$ cat src/hdl/srw_pkg.sv
// Purpose: constants, types and timing for the supply reset and watchdog block
// Assumes: 100 MHz clock, classic Wishbone register access
// Notes:   long counts are derived here and overridable as top parameters
package srw_pkg;

    // Clock rate
    localparam int CLK_MHZ = 100;
    localparam int CLK_KHZ = 100000;

    // Times as specified
    localparam int T_RST_MS = 200;
    localparam int T_WD_OPEN_MS = 1600;
    localparam int T_WD_PULL_MS = 200;
    localparam int T_INIT_US = 381;
    localparam int T_SETUP_US = 150;
    localparam int T_HOLD_US = 1;
    localparam int T_KICK_NS = 50;
    localparam int T_WD_DEL_NS = 50;
    // Capacitor slope per 0.1 nF in us, offsets in us
    localparam int T_STD_SLOPE_US = 323;
    localparam int T_STD_OFS_US = 381;
    localparam int T_EXT_SLOPE_US = 7740;
    localparam int T_EXT_OFS_US = 55000;

    // Derived cycle counts
    localparam logic [33:0] RST_CYC = 34'(T_RST_MS * CLK_KHZ);
    localparam logic [33:0] WD_OPEN_CYC = 34'(T_WD_OPEN_MS * CLK_KHZ);
    localparam logic [33:0] WD_PULL_CYC = 34'(T_WD_PULL_MS * CLK_KHZ);
    localparam logic [33:0] INIT_CYC = 34'(T_INIT_US * CLK_MHZ);
    localparam logic [33:0] SETUP_CYC = 34'(T_SETUP_US * CLK_MHZ);
    localparam logic [33:0] STD_SLOPE_CYC = 34'(T_STD_SLOPE_US * CLK_MHZ);
    localparam logic [33:0] STD_OFS_CYC = 34'(T_STD_OFS_US * CLK_MHZ);
    localparam logic [33:0] EXT_SLOPE_CYC = 34'(T_EXT_SLOPE_US * CLK_MHZ);
    localparam logic [33:0] EXT_OFS_CYC = 34'(T_EXT_OFS_US * CLK_MHZ);
    localparam int HOLD_CYC = T_HOLD_US * CLK_MHZ;
    localparam int WD_DEL_CYC = (T_WD_DEL_NS * CLK_MHZ) / 1000;

    // Register byte offsets and reset values
    localparam logic [3:0] REG_CTRL = 4'h0;
    localparam logic [3:0] REG_CAP = 4'h4;
    localparam logic [3:0] REG_STAT = 4'h8;
    localparam logic CTRL_EXT_RST = 1'b0;
    localparam logic [13:0] CAP_RST = 14'h0001;
    localparam int CAP_W = 14;

    // Timing pin classification
    typedef enum logic [1:0] {
        CFG_OPEN = 2'b00,
        CFG_PULL = 2'b01,
        CFG_CAP = 2'b10
    } srw_cfg_e;

    // Reset sequencer
    typedef enum logic [1:0] {
        RS_HOLD = 2'b00,
        RS_DELAY = 2'b01,
        RS_RUN = 2'b10
    } srw_rst_e;

    // Watchdog sequencer
    typedef enum logic [1:0] {
        WD_OFF = 2'b00,
        WD_SETUP = 2'b01,
        WD_RUN = 2'b10,
        WD_FAULT = 2'b11
    } srw_wd_e;

endpackage

$ cat src/hdl/srw_timer.sv
// Purpose: loadable down counter giving a one-cycle done pulse
// Assumes: load value of N yields done exactly N-1 cycles after the load edge
// Notes:   a load while counting restarts the count
`timescale 1ns/1ps
module srw_timer (
    // Clock and reset
    input wire logic clk_i,
    input wire logic rst_i,
    // Control
    input wire logic load_i,
    input wire logic [33:0] val_i,
    // Status
    output logic busy_o,
    output logic done_o
);

    logic [33:0] cnt_q;

    // Count down to zero, stop there
    always_ff @(posedge clk_i) begin
        if (rst_i) begin
            cnt_q <= 34'h0;
        end else if (load_i) begin
            cnt_q <= val_i;
        end else if (cnt_q != 34'h0) begin
            cnt_q <= cnt_q - 34'h1;
        end
    end

    // Registered pulse on the last step
    always_ff @(posedge clk_i) begin
        if (rst_i) begin
            done_o <= 1'b0;
        end else begin
            done_o <= !load_i && (cnt_q == 34'h2);
        end
    end

    assign busy_o = (cnt_q != 34'h0);

endmodule

$ cat src/hdl/srw_top.sv
// Purpose: reset delay and watchdog logic of a supply supervisor
// Assumes: all pin inputs synchronous to clk_i; analog sensing done outside
// Notes:   open-drain outputs are a constant low data bit plus active-low enable
//
// The address map and the Wishbone register port are this design's own decisions.
`timescale 1ns/1ps
module srw_top
    import srw_pkg::*;
#(
    parameter logic [33:0] RST_CYC_P = RST_CYC,
    parameter logic [33:0] WD_OPEN_CYC_P = WD_OPEN_CYC,
    parameter logic [33:0] WD_PULL_CYC_P = WD_PULL_CYC,
    parameter logic [33:0] INIT_CYC_P = INIT_CYC,
    parameter logic [33:0] SETUP_CYC_P = SETUP_CYC,
    parameter logic [33:0] STD_SLOPE_CYC_P = STD_SLOPE_CYC,
    parameter logic [33:0] STD_OFS_CYC_P = STD_OFS_CYC,
    parameter logic [33:0] EXT_SLOPE_CYC_P = EXT_SLOPE_CYC,
    parameter logic [33:0] EXT_OFS_CYC_P = EXT_OFS_CYC
) (
    // Clock and reset
    input wire logic clk_i,
    input wire logic rst_i,
    // Supply comparator, high when above threshold plus hysteresis
    input wire logic supply_ok_i,
    // Manual reset pin and whether anything drives it
    input wire logic manual_reset_in_n_i,
    input wire logic manual_reset_driven_i,
    // Watchdog pins
    input wire logic kick_input_i,
    input wire logic watchdog_enable_select_i,
    input wire logic [1:0] timeout_config_pin_i,
    // Open-drain reset output
    output logic reset_out_n_o,
    output logic reset_out_oe_n_o,
    // Open-drain watchdog fault output
    output logic watchdog_fault_out_n_o,
    output logic watchdog_fault_out_oe_n_o,
    // Wishbone slave
    input wire logic wb_cyc_i,
    input wire logic wb_stb_i,
    input wire logic wb_we_i,
    input wire logic [3:0] wb_adr_i,
    input wire logic [3:0] wb_sel_i,
    input wire logic [31:0] wb_dat_i,
    output logic [31:0] wb_dat_o,
    output logic wb_ack_o
);

    ////////////////////////////////////////////////////////////////////////
    // Declarations

    srw_rst_e rs_q, rs_d;
    srw_wd_e wd_q, wd_d;
    srw_cfg_e cfg_q;
    logic mr_eff;
    logic rst_cause;
    logic supply_q;
    logic kick_q;
    logic kick_fall;
    logic kick_ok;
    logic wd_allow;
    logic ext_q;
    logic [13:0] cap_q;
    logic [33:0] limit;
    logic rt_load, rt_busy, rt_done;
    logic wt_load, wt_busy, wt_done;
    logic [33:0] wt_val;
    logic it_load, it_busy, it_done;
    logic wb_req;
    logic [31:0] rd_d;

    // Timeout for the class found on the timing pin
    function automatic logic [33:0] wd_limit(srw_cfg_e c, logic ext,
                                             logic [13:0] cap);
        logic [33:0] t;
        t = 34'h0;
        unique case (c)
            CFG_OPEN: t = WD_OPEN_CYC_P;
            CFG_PULL: t = WD_PULL_CYC_P;
            CFG_CAP: begin
                if (ext) begin
                    t = 34'(EXT_SLOPE_CYC_P * 34'(cap)) + EXT_OFS_CYC_P;
                end else begin
                    t = 34'(STD_SLOPE_CYC_P * 34'(cap)) + STD_OFS_CYC_P;
                end
            end
            default: t = WD_OPEN_CYC_P;
        endcase
        return t;
    endfunction

    ////////////////////////////////////////////////////////////////////////
    // Input conditioning

    // Floating pin reads inactive, like the internal pull-up
    assign mr_eff = manual_reset_driven_i ? manual_reset_in_n_i : 1'b1;
    // Level inputs are assumed held for many cycles by the host
    assign rst_cause = !supply_ok_i || !mr_eff;

    // Previous samples for edge detection
    always_ff @(posedge clk_i) begin
        if (rst_i) begin
            supply_q <= 1'b0;
            kick_q <= 1'b1;
        end else begin
            supply_q <= supply_ok_i;
            kick_q <= kick_input_i;
        end
    end

    // Only falling edges count; gated off outside normal running
    assign kick_fall = kick_q && !kick_input_i;
    assign kick_ok = kick_fall && (wd_q == WD_RUN);

    ////////////////////////////////////////////////////////////////////////
    // Timing pin evaluation

    // Restart whenever supply enters the valid region
    assign it_load = supply_ok_i && !supply_q;

    srw_timer u_init_tmr (
        .clk_i(clk_i),
        .rst_i(rst_i),
        .load_i(it_load),
        .val_i(INIT_CYC_P),
        .busy_o(it_busy),
        .done_o(it_done)
    );

    // Class is taken when the evaluation finishes
    always_ff @(posedge clk_i) begin
        if (rst_i) begin
            cfg_q <= CFG_OPEN;
        end else if (it_done) begin
            unique case (timeout_config_pin_i)
                2'b01: cfg_q <= CFG_PULL;
                2'b10: cfg_q <= CFG_CAP;
                default: cfg_q <= CFG_OPEN;
            endcase
        end
    end

    ////////////////////////////////////////////////////////////////////////
    // Reset sequencer

    // Hold, then a full delay once every cause has gone
    always_comb begin
        rs_d = rs_q;
        unique case (rs_q)
            RS_HOLD: if (!rst_cause) rs_d = RS_DELAY;
            RS_DELAY: begin
                if (rst_cause) begin
                    rs_d = RS_HOLD;
                end else if (rt_done) begin
                    rs_d = RS_RUN;
                end
            end
            RS_RUN: if (rst_cause) rs_d = RS_HOLD;
            default: rs_d = RS_HOLD;
        endcase
    end

    always_ff @(posedge clk_i) begin
        if (rst_i) begin
            rs_q <= RS_HOLD;
        end else begin
            rs_q <= rs_d;
        end
    end

    // Shared by the reset delay and the fault pulse; they never overlap
    assign rt_load = (rs_q != RS_DELAY && rs_d == RS_DELAY) ||
                     (wd_q != WD_FAULT && wd_d == WD_FAULT);

    srw_timer u_rst_tmr (
        .clk_i(clk_i),
        .rst_i(rst_i),
        .load_i(rt_load),
        .val_i(RST_CYC_P),
        .busy_o(rt_busy),
        .done_o(rt_done)
    );

    ////////////////////////////////////////////////////////////////////////
    // Watchdog sequencer

    // Runs only with reset released, select high and pin evaluated
    assign wd_allow = (rs_q == RS_RUN) && watchdog_enable_select_i &&
                      !it_busy;
    assign limit = wd_limit(cfg_q, ext_q, cap_q);

    // A disable or reset drops a running fault pulse at once
    always_comb begin
        wd_d = wd_q;
        unique case (wd_q)
            WD_OFF: if (wd_allow) wd_d = WD_SETUP;
            WD_SETUP: begin
                if (!wd_allow) begin
                    wd_d = WD_OFF;
                end else if (wt_done) begin
                    wd_d = WD_RUN;
                end
            end
            WD_RUN: begin
                if (!wd_allow) begin
                    wd_d = WD_OFF;
                end else if (wt_done && !kick_ok) begin
                    wd_d = WD_FAULT;
                end
            end
            WD_FAULT: begin
                if (!wd_allow) begin
                    wd_d = WD_OFF;
                end else if (rt_done) begin
                    wd_d = WD_RUN;
                end
            end
        endcase
    end

    always_ff @(posedge clk_i) begin
        if (rst_i) begin
            wd_q <= WD_OFF;
        end else begin
            wd_q <= wd_d;
        end
    end

    // Setup window first, then the timeout on each restart
    assign wt_load = (wd_q == WD_OFF && wd_d == WD_SETUP) ||
                     (wd_q != WD_RUN && wd_d == WD_RUN) ||
                     (kick_ok && wd_d == WD_RUN);
    assign wt_val = (wd_d == WD_SETUP) ? SETUP_CYC_P : limit;

    srw_timer u_wd_tmr (
        .clk_i(clk_i),
        .rst_i(rst_i),
        .load_i(wt_load),
        .val_i(wt_val),
        .busy_o(wt_busy),
        .done_o(wt_done)
    );

    ////////////////////////////////////////////////////////////////////////
    // Pin outputs

    // Driven from next state so the fault pin moves one edge after expiry
    always_ff @(posedge clk_i) begin
        if (rst_i) begin
            reset_out_n_o <= 1'b0;
            reset_out_oe_n_o <= 1'b0;
            watchdog_fault_out_n_o <= 1'b0;
            watchdog_fault_out_oe_n_o <= 1'b1;
        end else begin
            reset_out_n_o <= 1'b0;
            reset_out_oe_n_o <= (rs_d == RS_RUN);
            watchdog_fault_out_n_o <= 1'b0;
            watchdog_fault_out_oe_n_o <= (wd_d != WD_FAULT) || (rs_d != RS_RUN);
        end
    end

    ////////////////////////////////////////////////////////////////////////
    // Wishbone registers

    assign wb_req = wb_cyc_i && wb_stb_i && !wb_ack_o;

    // Control and capacitor value; byte lanes honoured
    always_ff @(posedge clk_i) begin
        if (rst_i) begin
            ext_q <= CTRL_EXT_RST;
            cap_q <= CAP_RST;
        end else if (wb_req && wb_we_i) begin
            if (wb_adr_i == REG_CTRL && wb_sel_i[0]) begin
                ext_q <= wb_dat_i[0];
            end
            if (wb_adr_i == REG_CAP) begin
                if (wb_sel_i[0]) cap_q[7:0] <= wb_dat_i[7:0];
                if (wb_sel_i[1]) cap_q[13:8] <= wb_dat_i[13:8];
            end
        end
    end

    // Read mux; unmapped words read zero
    always_comb begin
        rd_d = 32'h0;
        unique case (wb_adr_i)
            REG_CTRL: rd_d = {31'h0, ext_q};
            REG_CAP: rd_d = {18'h0, cap_q};
            REG_STAT: rd_d = {25'h0, wd_q, it_busy, cfg_q,
                              (wd_q == WD_FAULT), (rs_q != RS_RUN)};
            default: rd_d = 32'h0;
        endcase
    end

    // One-cycle answer, every address acknowledged
    always_ff @(posedge clk_i) begin
        if (rst_i) begin
            wb_ack_o <= 1'b0;
            wb_dat_o <= 32'h0;
        end else begin
            wb_ack_o <= wb_req;
            wb_dat_o <= wb_req ? rd_d : 32'h0;
        end
    end

    ////////////////////////////////////////////////////////////////////////
    // Assertions

    a_uv_asserts: assert property (@(posedge clk_i) disable iff (rst_i)
        !supply_ok_i |=> !reset_out_oe_n_o)
        else $error("reset not asserted on undervoltage");

    a_mr_asserts: assert property (@(posedge clk_i) disable iff (rst_i)
        (manual_reset_driven_i && !manual_reset_in_n_i) |=> !reset_out_oe_n_o)
        else $error("reset not asserted on manual reset");

    a_rst_release: assert property (@(posedge clk_i) disable iff (rst_i)
        $rose(reset_out_oe_n_o) |-> $past(rt_done) && $past(rs_q) == RS_DELAY)
        else $error("reset released without full delay");

    a_mr_float: assert property (@(posedge clk_i) disable iff (rst_i)
        (!manual_reset_driven_i && supply_ok_i && rs_q == RS_RUN) |=> rs_q == RS_RUN)
        else $error("floating manual reset asserted reset");

    a_init_start: assert property (@(posedge clk_i) disable iff (rst_i)
        $rose(supply_ok_i) |=> it_busy ##1 it_busy)
        else $error("pin evaluation did not start");

    a_limit_sel: assert property (@(posedge clk_i) disable iff (rst_i)
        cfg_q == CFG_OPEN |-> limit == WD_OPEN_CYC_P)
        else $error("wrong timeout for open timing pin");

    a_cap_limit: assert property (@(posedge clk_i) disable iff (rst_i)
        (cfg_q == CFG_CAP && !ext_q) |->
            limit == 34'(STD_SLOPE_CYC_P * 34'(cap_q)) + STD_OFS_CYC_P)
        else $error("wrong standard capacitor timeout");

    a_sel_off: assert property (@(posedge clk_i) disable iff (rst_i)
        !watchdog_enable_select_i |=> wd_q == WD_OFF)
        else $error("watchdog active while deselected");

    a_setup_ign: assert property (@(posedge clk_i) disable iff (rst_i)
        (wd_q == WD_OFF && wd_d == WD_SETUP) |=> wd_q == WD_SETUP [*2])
        else $error("setup window cut short");

    a_kick_edge: assert property (@(posedge clk_i) disable iff (rst_i)
        kick_ok |-> $past(kick_input_i) && !kick_input_i)
        else $error("kick accepted without falling edge");

    a_fault_fast: assert property (@(posedge clk_i) disable iff (rst_i)
        (wd_q == WD_RUN && wt_done && !kick_ok && wd_allow && !rst_cause)
            |=> !watchdog_fault_out_oe_n_o)
        else $error("fault not raised on timeout");

    a_fault_norst: assert property (@(posedge clk_i) disable iff (rst_i)
        !watchdog_fault_out_oe_n_o |-> reset_out_oe_n_o)
        else $error("fault and reset asserted together");

    a_rst_wdoff: assert property (@(posedge clk_i) disable iff (rst_i)
        rs_q != RS_RUN |=> wd_q == WD_OFF && !kick_ok)
        else $error("watchdog active during reset");

    a_kick_reload: assert property (@(posedge clk_i) disable iff (rst_i)
        (kick_ok && wd_allow) |-> wt_load && wt_val == limit)
        else $error("kick did not restart timeout");

endmodule
$ cat config.mk
export PLATFORM = sky130hd
export DESIGN_NAME = srw_top
export DESIGN_NICKNAME = d
export VERILOG_FILES = /design/src/hdl/srw_pkg.sv /design/src/hdl/srw_timer.sv /design/src/hdl/srw_top.sv
export SDC_FILE = /design/constraint.sdc
export NUM_CORES = 1
export LEC_CHECK = 0
export ABC_AREA = 0
export BUFFER_PORTS_ARGS = -buffer_cell sky130_fd_sc_hd__clkbuf_2
export CORE_ASPECT_RATIO = 0.9
export CORE_UTILIZATION = 55
export CTS_CLUSTER_DIAMETER = 30
export DETAILED_ROUTE_END_ITERATION = 10
export GPL_TIMING_DRIVEN = 1
export HOLD_SLACK_MARGIN = 0.1
export PLACE_DENSITY_LB_ADDON = 0.05
export SETUP_SLACK_MARGIN = 0.15
export SLEW_MARGIN = 20
export SYNTH_ARGS = -nofsm -noshare
export SYNTH_HDL_FRONTEND = slang
export SYNTH_SLANG_ARGS = --single-unit
$ cat constraint.sdc
create_clock -name clk_i -period 18.36 [get_ports clk_i]
set_input_delay 1.836 -clock clk_i [delete_from_list [all_inputs] [get_ports clk_i]]
set_output_delay 1.836 -clock clk_i [all_outputs]
set_load 0.005 [all_outputs]
==> flow_summary.json <==
{
  "hold_violations": 0,
  "grt_first_pass_wirelength_um": 68300,
  "pwr-share-comb_pct": 31.9,
  "worstPathMaxFanout": 11,
  "yosysWarnings": 0,
  "synth_xor_area_share_pct": 8.00,
  "vias": 13500,
  "dpl.hpwl_um": 34700,
  "coreArea_um2": 29800,
  "maxSlewHeadroom_pct": 28.1,
  "cts_root_buf": "clkbuf_16",
  "postCtsHoldBufs": 0,
  "switching_power_uw": 413,
  "drcViolationCount": 0,
  "min_period_ns": 7.67,
  "grt_max_degree": 46,
  "final_cells": 2393,
  "post_cts_resized": 0,
  "gp_congestion": 0.931,
  "ys_types": 91,
  "internal_power_uw": 720,
  "dieArea_um2": 31000,
  "peakVddDrop_v": 0.0000647,
  "synthCells": 1939,
  "grt_pass1_vias": 13100,
  "synth-edff-count": 0,
  "die_w_um": 185,
  "final_cell_mix": "276 x inv_1, 207 x ha_1, 178 x nor2_1, 149 x fa_1, 145 x dfxtp_1",
  "yosysSeqAreaShare_pct": 17.4,
  "power.share.sequential_pct": 35.9,
  "crit_arrival_ns": 7.99,
  "maxCapViolations": 0,
  "antenna_found_initial": 0,
  "synth_area_um2": 16600,
  "avgSynthCellArea_um2": 8.58,
  "area_growth_pct": 7.18,
  "clockBufferDepth": 2,
  "synthMuxAreaShare_pct": 1.45,
  "crit_path_frequent_cell": "fa_1",
  "cts_setup_buffers": 0,
  "htreeDepth": 4,
  "synth_compound_area_share_pct": 12.8,
  "ant_nets": 0,
  "rows": 60,
  "finalSetupTns_ns": 0,
  "numClockSinks": 145,
  "startpoint_type": "flop",
  "drt_pass1_iterations": 5,
  "cpLargestDelayFamily": "adder cells",
  "path_cells": "fa_1 > inv_1 > fa_1 > inv_1 > fa_1 > fa_1 > inv_1 > fa_1 > inv_1 > fa_1 > ha_1 > a21oi_1 > o21ai_0 > nor3_1 > a211oi_1 > o2111ai_1 > a211oi_1 > nand3_1 > nor3_1 > xor2_1 > o22ai_1",
  "port_buffers": 48,
  "path_buf_inv": 4,
  "drtIter0Drc": 906,
  "timing.fmax_mhz": 130,
  "antenna_cells": 0,
  "cts_buffers": 17,
  "status": "finished, final reports clean",
  "drive_above_1_share_pct": 7.14,
  "dieHeight_um": 167,
  "viasPerCell": 5.65,
  "setup_viol": 0,
  "power.leakage_nw": 8.65,
  "dp_worst_setup_slack_ns": 10.69,
  "fin_nets": 2385,
  "cp.required_ns": 18.68,
  "skew_ns": 0.0177,
  "end_kind": "flop",
  "cp_slowest_stage_delay_ns": 1.02,
  "async_flop_share_pct": 0,
  "place_inst": 2361,
  "path_clk_slew_ns": 0.08,
  "worst_slack_ns": 10.69,
  "insertion_delay_ns": 0.45,
  "grt_usage_pct": 28.3,
  "io_pins": 89,
  "synthAdderAreaFrac_pct": 33.5,
  "layout_commonest_cell": "inv_1",
  "synth-simple-area-share_pct": 18.7,
  "routedWlPerCell_um": 17.7,
  "start_util_pct": 55.8,
  "critPathSlowestCell": "fa_1",
  "dominantRegCellSynth": "dfxtp_1",
  "drt_wl_total_um": 42400,
  "reg2reg_slack_ns": 10.69,
  "rsz0062_at_grt": "no",
  "min_path_type": "reg2reg",
  "p_sw_share_pct": 36.4,
  "tightest_slew_ns": 1.07,
  "whs_ns": 0.486,
  "p_per_area_nw_per_um2": 63.5,
  "synth_seq_cells": 145,
  "synth_top_family_by_area": "adder cells",
  "criticalPathCategory": "reg2reg",
  "pwr-share-clk_pct": 32.2,
  "cts_tree": "done",
  "gr-total-overflow": 0,
  "slew_viol_final": 0,
  "fin_crit_sh_pct": 41.8
}
[flip-flops by register name, indices dropped and copies added, names as in the netlist, 2 cells and up]
| signal | flops |
|---|---|
| u_init_tmr.cnt_q | 34 |
| u_rst_tmr.cnt_q | 34 |
| u_wd_tmr.cnt_q | 34 |
| cap_q | 14 |
| wb_dat_o | 14 |
| cfg_q | 2 |
| rs_q | 2 |
| wd_q | 2 |
[final cells by class]
class	count	area (µm²)
sequential	145	2900
multi-input combinational	1477	12500
tap	403	504
clock buffer	18	429
fill	2743	12000
clock inverter	14	176
timing repair buffer	59	323
inverter	277	1040
[through the flow]
stage / cell area (µm²) / power (mW) / utilization (%)
6_report: 17800 / 1.13 / 59.8
2_1_floorplan: 16700 / 0.697 / -
4_1_cts: 17800 / 1.14 / 59.8
3_3_place_gp: 17200 / 0.762 / 57.8
3_5_place_dp: 17200 / 0.769 / 57.8
5_1_grt: 17800 / 1.20 / 59.8
[power by group through the flow]
stage | logic (mW) | registers, mW | clock network (mW)
6_report | 0.361 | 0.407 | 0.364
3_3_place_gp | 0.351 | 0.411 | 0
2_1_floorplan | 0.292 | 0.404 | 0
5_1_grt | 0.406 | 0.413 | 0.383
3_5_place_dp | 0.356 | 0.413 | 0
4_1_cts | 0.360 | 0.407 | 0.371
[cell usage after synthesis, drive strengths merged (24+ instances only)]
library cell    n  area, µm²
nand2          99        372
a21oi         109        546
xor2           70        613
and3           24        150
o21ai          58        294
nor4           26        196
or3            30        193
ha            207       2590
fa            149       2980
buf            33        219
clkbuf         26       98.8
nor2          179        674
inv           276       1040
dfxtp         145       2900
nor3           70        350
xnor2          82        718
nand3          32        160
[final timing paths]
path / start / endpoint / depth (start not counted)
max reg2reg: cap_q[8]$_SDFFE_PP0P_ / u_wd_tmr.cnt_q[32]$_SDFFE_PP0P_ / 21
max: cap_q[8]$_SDFFE_PP0P_ / u_wd_tmr.cnt_q[32]$_SDFFE_PP0P_ / 21
min: rs_q[1]$_SDFF_PP0_ / rs_q[0]$_SDFF_PP0_ / 1
min reg2reg: rs_q[1]$_SDFF_PP0_ / rs_q[0]$_SDFF_PP0_ / 1
[cells by family (layout without fill, tap and decap cells)]
group,after synthesis,in the layout
AND/OR/NAND/NOR,599,599
adder cells (fa/ha/maj),356,356
buffers and inverters,336,368
AO/OA/AOI/OAI,326,326
XOR/XNOR,152,152
flip-flops,145,145
multiplexers,24,24
other,1,20
[layer usage]
layer	track usage [%]	wire [µm]
met5	0	0
met4	8.80	1090
met3	3.48	2040
met2	47.0	20000
met1	38.2	19200
(Power assumes the default switching activity.)
